==> src/common/dmac_pkg.sv <==
// Constants and carrier types for the debug mode and access control block.
`default_nettype none
package dmac_pkg;
  localparam int unsigned CORE_MAX_HZ        = 64_000_000;
  localparam int unsigned LINK_MAX_HZ        = 12_500_000;
  localparam int unsigned CORE_MPU_REGIONS   = 8;
  localparam int unsigned CORE_IRQ_INPUTS    = 32;
  localparam bit          CORE_HAS_MUL1      = 1'b1;
  localparam bit          CORE_HAS_VTOR      = 1'b1;
  localparam bit          CORE_BIG_ENDIAN    = 1'b0;
  // Software view, full system byte addresses.
  localparam logic [31:0] DBG_STATUS_ADDR    = 32'h4001_B000;
  localparam logic [31:0] DBG_STOP_ADDR      = 32'h4001_B010;
  localparam logic [31:0] MCU_CTRL_ADDR      = 32'h4001_B020;
  localparam logic [31:0] ROM_EXT_BASE       = 32'h4001_A000;
  localparam logic [31:0] ROM_CORE_BASE      = 32'hE00F_F000;
  localparam logic [31:0] PPB_BASE           = 32'hE000_0000;
  localparam logic [31:0] PPB_END            = 32'hE00F_FFFF;
  localparam logic [31:0] WATCH_BASE         = 32'hE000_1000;
  localparam logic [31:0] BREAK_BASE         = 32'hE000_2000;
  localparam logic [31:0] SCS_BASE           = 32'hE000_E000;
  localparam logic [31:0] TRACE_RAM_BASE     = 32'h2000_0000;
  localparam logic [31:0] TRACE_RAM_END      = 32'h2000_7FFF;
  localparam logic [31:0] TRACE_CTRL_BASE    = 32'h4001_9000;
  localparam logic [31:0] ROM_EXT_E0         = 32'hA00E_5003;
  localparam logic [31:0] ROM_EXT_E1         = 32'hFFFF_F003;
  localparam logic [31:0] ROM_CORE_E0        = 32'hFFF0_F003;
  localparam logic [31:0] ROM_CORE_E1        = 32'hFFF0_2003;
  localparam logic [31:0] ROM_CORE_E2        = 32'hFFF0_3003;
  localparam logic [31:0] ROM_END_MARK       = 32'h0000_0000;
  // Field positions.
  localparam int unsigned STS_PWRUP_REQ_BIT  = 28;
  localparam int unsigned STS_PWRUP_ACK_BIT  = 29;
  localparam int unsigned STOP_INDEPENDENT_WATCHDOG_BIT      = 0;
  localparam int unsigned STOP_WDT_BIT       = 1;
  localparam int unsigned STOP_LVD0_BIT      = 16;
  localparam int unsigned STOP_LVD1_BIT      = 17;
  localparam int unsigned STOP_LVDBAT_BIT    = 18;
  localparam logic [31:0] STOP_WMASK         = 32'h0007_0003;
  localparam int unsigned MCU_WAKE_BIT       = 0;
  localparam logic [31:0] REG_RESET          = 32'h0000_0000;
  // Link side.
  localparam logic [2:0]  ACK_OK             = 3'h1;
  localparam logic [2:0]  ACK_WAIT           = 3'h2;
  localparam logic [1:0]  DP_ID              = 2'h0;
  localparam logic [1:0]  DP_CTRL            = 2'h1;
  localparam logic [1:0]  DP_SELECT          = 2'h2;
  localparam logic [1:0]  DP_RDBUFF          = 2'h3;
  localparam logic [7:0]  AP_SYSTEM          = 8'h00;
  localparam logic [7:0]  AP_PRIVATE         = 8'h01;
  localparam logic [1:0]  AP0_STATUS         = 2'h0;
  localparam logic [1:0]  AP0_STOP           = 2'h1;
  localparam logic [1:0]  AP1_MCU_CTRL       = 2'h0;
  localparam logic [1:0]  AP1_SCRATCH        = 2'h1;
  localparam logic [1:0]  AP1_CORE_CFG       = 2'h2;
  localparam logic [5:0]  REQ_BITS           = 6'h08;
  localparam logic [5:0]  ACK_BITS           = 6'h03;
  localparam logic [5:0]  DATA_BITS          = 6'h21;

  typedef enum logic [2:0] {
    DMAC_IDLE = 3'b000,
    DMAC_REQ  = 3'b001,
    DMAC_TA1  = 3'b010,
    DMAC_ACK  = 3'b011,
    DMAC_TA2  = 3'b100,
    DMAC_DATA = 3'b101
  } dmac_state_t;

  typedef struct packed {
    logic independent_watchdog;
    logic wdt;
    logic lvd0;
    logic lvd1;
    logic lvdbat;
  } dmac_evt_t;

  typedef struct packed {
    logic pin_reset;
    logic power_on;
    logic bus_master_prot;
    logic bus_slave_prot;
    logic stack_error;
    logic deep_standby;
    logic min_power_mode;
    logic software;
  } dmac_plain_rst_t;
endpackage : dmac_pkg
`default_nettype wire

==> src/verilog/dmac_top.sv <==
// Debug mode decision, event gating, link slave and debug register access.
`default_nettype none
module dmac_top #(
  parameter logic [31:0] LINK_ID = 32'h1234_5677 // Arbitrary value.
) (
  input  wire logic                      mclk,
  input  wire logic                      nrst,
  input  wire logic                      swclk,
  input  wire logic                      swdio_i,
  output var  logic                      swdio_o,
  output var  logic                      swdio_oe,
  input  wire logic                      auth_pass,
  input  wire logic                      core_halted,
  input  wire logic                      low_power,
  input  wire logic                      sys_reset_request,
  input  wire dmac_pkg::dmac_evt_t       evt_in,
  input  wire dmac_pkg::dmac_plain_rst_t plain_rst_in,
  input  wire logic [31:0]               bus_addr,
  input  wire logic [31:0]               bus_wdata,
  input  wire logic                      bus_write,
  input  wire logic                      bus_read,
  input  wire logic                      bus_from_core,
  output var  logic [31:0]               bus_rdata,
  output var  logic                      bus_denied,
  output var  logic                      debug_mode,
  output var  logic                      debug_enabled,
  output var  logic                      watchdog_stop,
  output var  dmac_pkg::dmac_evt_t       evt_out,
  output var  dmac_pkg::dmac_plain_rst_t plain_rst_out,
  output var  logic                      core_reset,
  output var  logic                      low_power_cancel
);
  import dmac_pkg::*;

  // The core's own deep-sleep select is not an input here at all: the mode
  // choice lives in the power controller, so it cannot leak in.

  typedef struct packed {
    logic [2:0]      clk_s;
    logic [2:0]      dio_s;
    logic            clk_lvl;
    dmac_state_t     st;
    logic [5:0]      cnt;
    logic [7:0]      req;
    logic [32:0]     sh;
    logic [2:0]      ack;
    logic            oe;
    logic            dout;
    logic            pwrup_req;
    logic [7:0]      ap_sel;
    logic [31:0]     stop_reg;
    logic            wake;
    logic [31:0]     scratch;
    logic [31:0]     rdbuf;
    logic [31:0]     rdata;
    logic            denied;
    logic            dbg;
    logic            wd_stop;
    dmac_evt_t       evt;
    dmac_plain_rst_t prst;
    logic            core_rst;
    logic            lp_cancel;
  } dmac_reg_t;

  dmac_reg_t r_q;
  dmac_reg_t r_d;

  function automatic logic [31:0] status_word(input logic req);
    logic [31:0] w;
    w = REG_RESET;
    w[STS_PWRUP_REQ_BIT] = req;
    return w;
  endfunction : status_word

  function automatic logic in_range(input logic [31:0] a, input logic [31:0] lo,
                                    input logic [31:0] hi);
    return (a >= lo) && (a <= hi);
  endfunction : in_range

  // The probe reads the core's build options here, to size its own tables.
  function automatic logic [31:0] core_options();
    return {13'h0, CORE_BIG_ENDIAN, CORE_HAS_VTOR, CORE_HAS_MUL1,
            8'(CORE_IRQ_INPUTS), 8'(CORE_MPU_REGIONS)};
  endfunction : core_options

  // Every stoppable event passes in user mode; in debug mode its stop condition masks it.
  function automatic logic gate_evt(input logic ev, input logic dbg, input logic stop);
    return ev && !(dbg && stop);
  endfunction : gate_evt

  function automatic logic [31:0] rom_word(input logic [31:0] a);
    logic [31:0] w;
    w = ROM_END_MARK;
    unique case (a)
      ROM_EXT_BASE:           w = ROM_EXT_E0;
      ROM_EXT_BASE + 32'h4:   w = ROM_EXT_E1;
      ROM_EXT_BASE + 32'h8:   w = ROM_END_MARK;
      ROM_CORE_BASE:          w = ROM_CORE_E0;
      ROM_CORE_BASE + 32'h4:  w = ROM_CORE_E1;
      ROM_CORE_BASE + 32'h8:  w = ROM_CORE_E2;
      ROM_CORE_BASE + 32'hC:  w = ROM_END_MARK;
      default:                w = ROM_END_MARK;
    endcase
    return w;
  endfunction : rom_word

  logic        clk_rise;
  logic        dio_bit;
  logic        apndp;
  logic        rnw;
  logic [1:0]  a32;
  logic        req_par_ok;
  logic        ap_blocked;
  logic [31:0] link_rd;
  logic        probe_wr;
  logic        probe_wake_set;
  logic        sw_stop_wr;
  logic        sw_wake_wr;
  logic [31:0] stop_next;

  always_comb begin
    r_d = r_q;
    // Link inputs come from another domain; only the later stages are compared.
    r_d.clk_s = {r_q.clk_s[1:0], swclk};
    r_d.dio_s = {r_q.dio_s[1:0], swdio_i};
    clk_rise = 1'b0;
    if (r_q.clk_s[1] == r_q.clk_s[2]) begin
      r_d.clk_lvl = r_q.clk_s[2];
      clk_rise = r_q.clk_s[2] && !r_q.clk_lvl;
    end

    dio_bit = r_q.dio_s[2];
    apndp = r_q.req[1];
    rnw = r_q.req[2];
    a32 = r_q.req[4:3];
    req_par_ok = (^r_q.req[4:1]) == r_q.req[5];
    // Low power makes the system port answer WAIT; the private port stays live.
    ap_blocked = apndp && (r_q.ap_sel == AP_SYSTEM) && low_power;
    link_rd = REG_RESET;
    if (!apndp) begin
      unique case (a32)
        DP_ID:     link_rd = LINK_ID;
        DP_CTRL:   link_rd = status_word(r_q.pwrup_req) |
                             ({31'h0, r_q.pwrup_req} << STS_PWRUP_ACK_BIT);
        DP_SELECT: link_rd = {r_q.ap_sel, 24'h0};
        DP_RDBUFF: link_rd = r_q.rdbuf;
      endcase
    end else if (r_q.ap_sel == AP_SYSTEM) begin
      // System port sees the shared registers as any master does.
      if (a32 == AP0_STATUS) begin
        link_rd = status_word(r_q.pwrup_req);
      end else if (a32 == AP0_STOP) begin
        link_rd = r_q.stop_reg;
      end
    end else if (r_q.ap_sel == AP_PRIVATE) begin
      if (a32 == AP1_MCU_CTRL) begin
        link_rd = {31'h0, r_q.wake};
      end else if (a32 == AP1_SCRATCH) begin
        link_rd = r_q.scratch;
      end else if (a32 == AP1_CORE_CFG) begin
        link_rd = core_options();
      end
    end

    probe_wr = 1'b0;
    if (clk_rise) begin
      unique case (r_q.st)
        DMAC_IDLE: begin
          r_d.oe = 1'b0;
          // The line idles low between frames, so the first high bit is the start.
          if (dio_bit) begin
            r_d.req = 8'h01;
            r_d.cnt = 6'h01;
            r_d.st = DMAC_REQ;
          end
        end
        DMAC_REQ: begin
          r_d.req = r_q.req | ({7'h0, dio_bit} << r_q.cnt[2:0]);
          r_d.cnt = r_q.cnt + 6'h01;
          if (r_q.cnt == REQ_BITS - 6'h01) begin
            r_d.st = DMAC_TA1;
          end
        end
        DMAC_TA1: begin
          // A bad request parity or stop bit gets no answer at all.
          if (req_par_ok && !r_q.req[6] && r_q.req[7]) begin
            r_d.ack = ap_blocked ? ACK_WAIT : ACK_OK;
            r_d.sh = {^link_rd, link_rd};
            r_d.oe = 1'b1;
            r_d.dout = r_d.ack[0];
            r_d.cnt = 6'h01;
            r_d.st = DMAC_ACK;
          end else begin
            r_d.st = DMAC_IDLE;
          end
        end
        DMAC_ACK: begin
          r_d.cnt = r_q.cnt + 6'h01;
          if (r_q.cnt == ACK_BITS) begin
            r_d.cnt = 6'h00;
            // A refused answer still owes the probe its turnaround bit.
            if (r_q.ack != ACK_OK) begin
              r_d.oe = 1'b0;
              r_d.st = DMAC_TA2;
            end else if (rnw) begin
              r_d.dout = r_q.sh[0];
              r_d.sh = {1'b0, r_q.sh[32:1]};
              r_d.cnt = 6'h01;
              r_d.st = DMAC_DATA;
            end else begin
              r_d.oe = 1'b0;
              r_d.st = DMAC_TA2;
            end
          end else begin
            r_d.dout = r_q.ack[r_q.cnt[1:0]];
          end
        end
        DMAC_TA2: begin
          // While the pin turns round it floats up to its pull-up level; that
          // bit must not be taken for the start of a new frame.
          r_d.oe = 1'b0;
          if (r_q.ack != ACK_OK || rnw) begin
            r_d.st = DMAC_IDLE;
          end else begin
            r_d.sh = 33'h0;
            r_d.cnt = 6'h00;
            r_d.st = DMAC_DATA;
          end
        end
        DMAC_DATA: begin
          r_d.cnt = r_q.cnt + 6'h01;
          if (rnw) begin
            r_d.dout = r_q.sh[0];
            r_d.sh = {1'b0, r_q.sh[32:1]};
            // Parity sits on top of the shifter, so it leaves right after bit 31.
            if (r_q.cnt == DATA_BITS) begin
              r_d.oe = 1'b0;
              r_d.rdbuf = link_rd;
              r_d.st = DMAC_TA2;
            end
          end else begin
            // A write with bad parity is dropped whole rather than half applied.
            r_d.sh = {dio_bit, r_q.sh[32:1]};
            if (r_q.cnt == DATA_BITS - 6'h01) begin
              probe_wr = (^r_d.sh[31:0]) == r_d.sh[32];
              r_d.st = DMAC_IDLE;
            end
          end
        end
        default: begin
          r_d.oe = 1'b0;
          r_d.st = DMAC_IDLE;
        end
      endcase
    end
    r_d.dout = r_d.oe ? r_d.dout : 1'b0;

    // Write effects of the probe; only the probe can touch the request.
    probe_wake_set = 1'b0;
    stop_next = r_q.stop_reg;
    if (probe_wr) begin
      if (!apndp) begin
        if (a32 == DP_CTRL) begin
          r_d.pwrup_req = r_d.sh[STS_PWRUP_REQ_BIT];
        end else if (a32 == DP_SELECT) begin
          r_d.ap_sel = r_d.sh[31:24];
        end
      end else if (r_q.ap_sel == AP_SYSTEM && a32 == AP0_STOP) begin
        stop_next = r_d.sh[31:0] & STOP_WMASK;
      end else if (r_q.ap_sel == AP_PRIVATE) begin
        // Private space is written from the link only, but software can clear the wake bit.
        if (a32 == AP1_MCU_CTRL) begin
          probe_wake_set = r_d.sh[MCU_WAKE_BIT];
        end else if (a32 == AP1_SCRATCH) begin
          r_d.scratch = r_d.sh[31:0];
        end
      end
    end

    // Software side: shared registers accept every master.
    sw_stop_wr = bus_write && bus_addr == DBG_STOP_ADDR;
    sw_wake_wr = bus_write && bus_addr == MCU_CTRL_ADDR;
    if (sw_stop_wr) begin
      stop_next = bus_wdata & STOP_WMASK;
    end
    r_d.stop_reg = stop_next;
    // Software may only clear the wake bit, and a new set wins over it.
    if (probe_wake_set) begin
      r_d.wake = 1'b1;
    end else if (sw_wake_wr && !bus_wdata[MCU_WAKE_BIT]) begin
      r_d.wake = 1'b0;
    end

    r_d.denied = 1'b0;
    r_d.rdata = REG_RESET;
    if (bus_read) begin
      if (in_range(bus_addr, PPB_BASE, PPB_END) && !bus_from_core) begin
        r_d.denied = 1'b1;
      end else if (bus_addr == DBG_STATUS_ADDR) begin
        r_d.rdata = status_word(r_q.pwrup_req);
      end else if (bus_addr == DBG_STOP_ADDR) begin
        r_d.rdata = r_q.stop_reg;
      end else if (bus_addr == MCU_CTRL_ADDR) begin
        r_d.rdata = {31'h0, r_q.wake};
      end else begin
        r_d.rdata = rom_word(bus_addr);
      end
    end

    // Mode decision from connection and authentication.
    r_d.dbg = r_q.pwrup_req && auth_pass;
    // Halted under debug both watchdogs stand still and stay silent.
    r_d.wd_stop = r_q.dbg && core_halted;
    r_d.evt.independent_watchdog   = gate_evt(evt_in.independent_watchdog, r_q.dbg,
                              core_halted || r_q.stop_reg[STOP_INDEPENDENT_WATCHDOG_BIT]);
    r_d.evt.wdt    = gate_evt(evt_in.wdt, r_q.dbg,
                              core_halted || r_q.stop_reg[STOP_WDT_BIT]);
    r_d.evt.lvd0   = gate_evt(evt_in.lvd0, r_q.dbg,
                              r_q.stop_reg[STOP_LVD0_BIT]);
    r_d.evt.lvd1   = gate_evt(evt_in.lvd1, r_q.dbg,
                              r_q.stop_reg[STOP_LVD1_BIT]);
    r_d.evt.lvdbat = gate_evt(evt_in.lvdbat, r_q.dbg,
                              r_q.stop_reg[STOP_LVDBAT_BIT]);
    r_d.prst = plain_rst_in;
    r_d.core_rst = sys_reset_request;
    r_d.lp_cancel = r_q.wake && low_power;
  end

  // Debug state lives on the always-on reset only, so low-power entry keeps it.
  always_ff @(posedge mclk or negedge nrst) begin
    if (!nrst) begin
      r_q <= '0;
    end else begin
      r_q <= r_d;
    end
  end

  assign swdio_o          = r_q.dout;
  assign swdio_oe         = r_q.oe;
  assign bus_rdata        = r_q.rdata;
  assign bus_denied       = r_q.denied;
  assign debug_mode       = r_q.dbg;
  assign debug_enabled    = r_q.dbg;
  assign watchdog_stop    = r_q.wd_stop;
  assign evt_out          = r_q.evt;
  assign plain_rst_out    = r_q.prst;
  assign core_reset       = r_q.core_rst;
  assign low_power_cancel = r_q.lp_cancel;
endmodule : dmac_top
`default_nettype wire

==> config.mk <==
export PLATFORM = sky130hd
export DESIGN_NAME = dmac_top
export DESIGN_NICKNAME = d
export VERILOG_FILES = /design/src/common/dmac_pkg.sv /design/src/verilog/dmac_top.sv
export SDC_FILE = /design/constraint.sdc
export NUM_CORES = 1
export LEC_CHECK = 0
export BUFFER_PORTS_ARGS = -buffer_cell sky130_fd_sc_hd__buf_2
export CAP_MARGIN = 10
export CORE_AREA = 3 3 112 168
export CTS_CLUSTER_DIAMETER = 50
export DETAILED_ROUTE_END_ITERATION = 8
export DIE_AREA = 0 0 115 171
export GPL_ROUTABILITY_DRIVEN = 0
export PLACE_DENSITY = 0.78
export SLEW_MARGIN = 20
export SYNTH_ARGS = -nofsm -noshare
export SYNTH_HDL_FRONTEND = slang
export SYNTH_SLANG_ARGS = --single-unit
==> constraint.sdc <==
create_clock -name mclk -period 3.23 [get_ports mclk]
set_clock_uncertainty 0.15 [all_clocks]
set_input_delay 0.646 -clock mclk [delete_from_list [all_inputs] [get_ports mclk]]
set_output_delay 0.646 -clock mclk [all_outputs]
set_load 0.01 [all_outputs]
==> results.md <==
- Clk slew on worst S/H paths: 0.07 ns
- Skew-Pair Late Insertion Delay: 0.43 ns
- Fill count: 1,323
- Main flop type after synthesis: dfrtp_1
- Clk Tree Root Cell: clkbuf_16
- Chip Width: 115 um
- Ys async rst share: 100%
- GRT Total Usage: 24.3%
- Max FO, Critical Path: 4
- Via count: approximately 7,500
- Non-Filler Instances: 1,255
- Met2 Usage GRT: 43.3%
- First-pass GRT wire length: approximately 38,000 um
- Starting Density: 51.7%
- Final period utilization: 102%
- Grt met3 use: 4.35%
- Detailed Place HPWL: 16,400 um
- Row Count: between 50 and 60
- CTS tree: done
- Antenna Violating Nets Remaining: 0
- Via density: 5.98
- Post-synthesis register bit count: 169
- PwrDens: 609 mW/mm^2
- Util after Layout: 61.8%
- Compound-Gate Fraction of Synth Area: 16.3%
- Routed wire length: about 24,000 um
- Synthesized area: ~0.0090 sq mm
- H-tree Lvls: 4
- Worst setup margin: -0.0704 ns
- Final hold vios: 0
- Worst vdd ir: 0.386 mV
- Hold Crit Class: in -> async
- Lkg Pwr: 4.85 nW
- GR peak layer: met2
- Status: complete, but fails checks
- Max-cap violations: 0
- Top area cells in the synthesized netlist: dfrtp_1 47%, mux2_2 7.5%, o21ai_0 4.8%, xnor2_1 4.6%, nand2_1 4.5%
- DIE AREA: 0.0197 sq mm
- Synth Area in Adders: between 1 and 1.5%
- Vias in the first global route: 7,503
- Initial antenna violation count: 0
- Share of cells above drive strength 1: 30.1%
- Number of synthesized flops with an enable pin: 0
- RSZ-0062 raised after global routing: yes
- Post-synth cell types: 62
- Met1 GRT Util: between 20% and 30%
- WP data arrival: 3.46 ns
- Crit. End Element: register
- Register area share after synthesis: around 47%
- Tmin final: 3.30 ns
- Ports: roughly 140
- Final Setup Violations: 1
- Leading area contributor after synthesis: dfrtp_1
- CP Cell Sequence: inv_1 -> ha_1 -> nand3b_1 -> nor4_4 -> buf_6 -> buf_4 -> o2bb2ai_2 -> xor2_1 -> xnor2_1 -> xnor3_1 -> xnor3_1 -> xnor3_1 -> nand2_1 -> a21oi_2
- Die Span Y: 171 um
- Simple-gate share of the synthesized area: between 10 and 15%
- Main combinational cell family by area after synthesis: compound AO/OA/AOI/OAI gates
- Overflow after GRT: 0
- CP bufs+invs: 3
- Mux cell area share after synthesis: under 10%
- Largest net degree at the start of global routing: 60
- Clk sinks: 169
- Failing checks: setup timing
- Crit Path Category: reg -> reg
- Largest stage delay on the critical path: 0.39 ns
- Worst Tran Pin Value: 0.693 ns
- Cells after Synth: 909
- DRC violations left: 0
- Yosys warning count: 0
- Syn Area/Cell: 9.91 sq um
- CTS buffer count: 17
- Max-slew violations: 0
- FMAX: 0.303 GHz
- Worst-path cell with the longest stage delay: xnor3_1
- Hold-fix buffers at CTS: 0
- Most frequent CP cell: xnor3_1
- First DRT Iteration DRCs: 851
- Synth top area share: 47.0%
- Port buffer count: 103
- First-pass DRT Iterations: 7
- Worst rel slew slack: 53.4%
- Worst EP required: 3.39 ns
- Routed len/inst: 19.1 um
- Synth Area in XOR/XNOR: 6.38%
- Critical path's top delay family: XOR/XNOR gates
- Nets: 1,125
- CTS max path bufs: 2
- Synth-to-layout area growth: 19.5%
- Placed cell count: 1,221
- Diodes inserted: 0
- CP startpoint kind: register
- Core Box Area: 0.0174 sq mm
## path summary, 6_finish.rpt
| path | start | endpoint | slack (ns) | cells after the start |
|---|---|---|---|---|
| worst max register to register | a32[0] | r_q[193] | -0.07 | 14 |
| worst min-delay path | nrst | core_reset | 0.005 | 1 |
| max in group asynchronous | nrst | swdio_o | 2.13 | 2 |
| worst max-delay path | a32[0] | r_q[193] | -0.07 | 14 |
| min in group mclk | swdio_i | r_d[213] | 0.17 | 1 |
| worst min register to register | r_d[213] | r_d[214] | 0.20 | 0 |
## what timing repair did
action	4_1_cts	5_1_grt
setup buffers	2	0
gates resized for setup	12	10
setup endpoints to repair	1	2
pin swaps	12	7
gates cloned	1	0
## per-layer routing
layer | vias up | wire [um]
met4 | 0 | 1250
li1 | 3428 | -
met1 | 3653 | 8840
met5 | - | 0
met3 | 91 | 1340
met2 | 338 | 12500
## power by group
group	internal, W	switching (W)	total [W]
Combinational	0.00103	0.00118	0.00221
Sequential	0.00218	0.0000620	0.00224
Clock	0.00126	0.000848	0.00211
## Yosys cell counts (all sizes together), types with 3 or more instances
master,n
dfrtp,169
nand2,108
o21ai,89
mux2,60
a21oi,59
nor2,56
buf,54
xnor2,48
clkbuf,42
a222oi,18
inv,13
nor4,13
o2bb2ai,13
and2,12
nand3b,12
nor2b,12
nor3,11
a221oi,10
nand3,10
xor2,9
ha,7
a31oi,6
mux2i,6
nand2b,6
nand4,6
a22oi,5
a32oi,4
nor3b,4
o31ai,4
a21boi,3
a21o,3
and4,3
or2,3
or3,3
xnor3,3
## state kept, by name, summed over array words and instances, names as in the netlist
register and cells:
r_q 129, bus_rdata 12, a32 2, bus_denied 1
swdio_o 1, swdio_oe 1, apndp 1, core_reset 1
debug_enabled 1, plain_rst_out 8, r_d 4, low_power_cancel 1
dio_bit 1, evt_out 5, watchdog_stop 1
## cells by family (layout without fill, tap and decap cells)
| kind of cell | after synthesis | in the layout |
|---|---|---|
| AOI/OAI and AO/OA | 230 | 230 |
| xor gates and xnor gates | 60 | 60 |
| adders and majority gates | 8 | 8 |
| buffers and inverters | 109 | 233 |
| DFF | 169 | 169 |
| muxes | 66 | 66 |
| other | 1 | 10 |
| and+or+nand+nor | 266 | 266 |
## cells in the final DEF (no fill, tap or decap), types with 11 or more instances in the layout
| master | n |
|---|---|
| dfrtp_1 | 169 |
| nand2_1 | 108 |
| buf_2 | 102 |
| o21ai_0 | 85 |
| buf_4 | 78 |
| mux2_2 | 60 |
| a21oi_1 | 58 |
| nor2_1 | 56 |
| xnor2_1 | 46 |
| a222oi_1 | 18 |
| clkbuf_16 | 17 |
| inv_1 | 13 |
| nand3b_1 | 12 |
| nor2b_1 | 12 |
| and2_1 | 12 |
| nor4_1 | 12 |
| nor3_1 | 11 |
## worst reg2reg max path, cell delays in order (launching register included)
cell,delay [ns]
dfrtp_1,0.38
inv_1,0.07
ha_1,0.23
nand3b_1,0.23
nor4_4,0.30
buf_6,0.17
buf_4,0.14
o2bb2ai_2,0.13
xor2_1,0.20
xnor2_1,0.17
xnor3_1,0.39
xnor3_1,0.24
xnor3_1,0.23
nand2_1,0.10
a21oi_2,0.05
## stage by stage
| stage | TNS, ns | total power, W | worst slack [ns] | hold WS (ns) | cell area [sq um] |
|---|---|---|---|---|---|
| 6_report | -0.0704 | 0.00656 | -0.0704 | 0.00480 | 10800 |
| 4_1_cts | -0.108 | 0.00654 | -0.108 | 0.0247 | 10700 |
| 3_5_place_dp | -0.0870 | 0.00439 | -0.0870 | 0.186 | 9980 |
| 5_1_grt | -0.160 | 0.00682 | -0.160 | 0.0333 | 10800 |
| 3_3_place_gp | -0.0543 | 0.00435 | -0.0543 | 0.183 | 9980 |
| 2_1_floorplan | 0 | 0.00371 | 0.109 | 0.181 | 9040 |
## cell type report
type	instances	area [sq um]	share of cell area, %
multi-input combinational	640	4350	40.4
sequential	169	4230	39.3
timing repair buffer	189	1270	11.8
clock buffer	22	464	4.31
tap	213	267	2.48
clock inverter	9	140	1.30
inverter	13	48.8	0.453
Note: power is estimated with default switching activity, not from simulation.
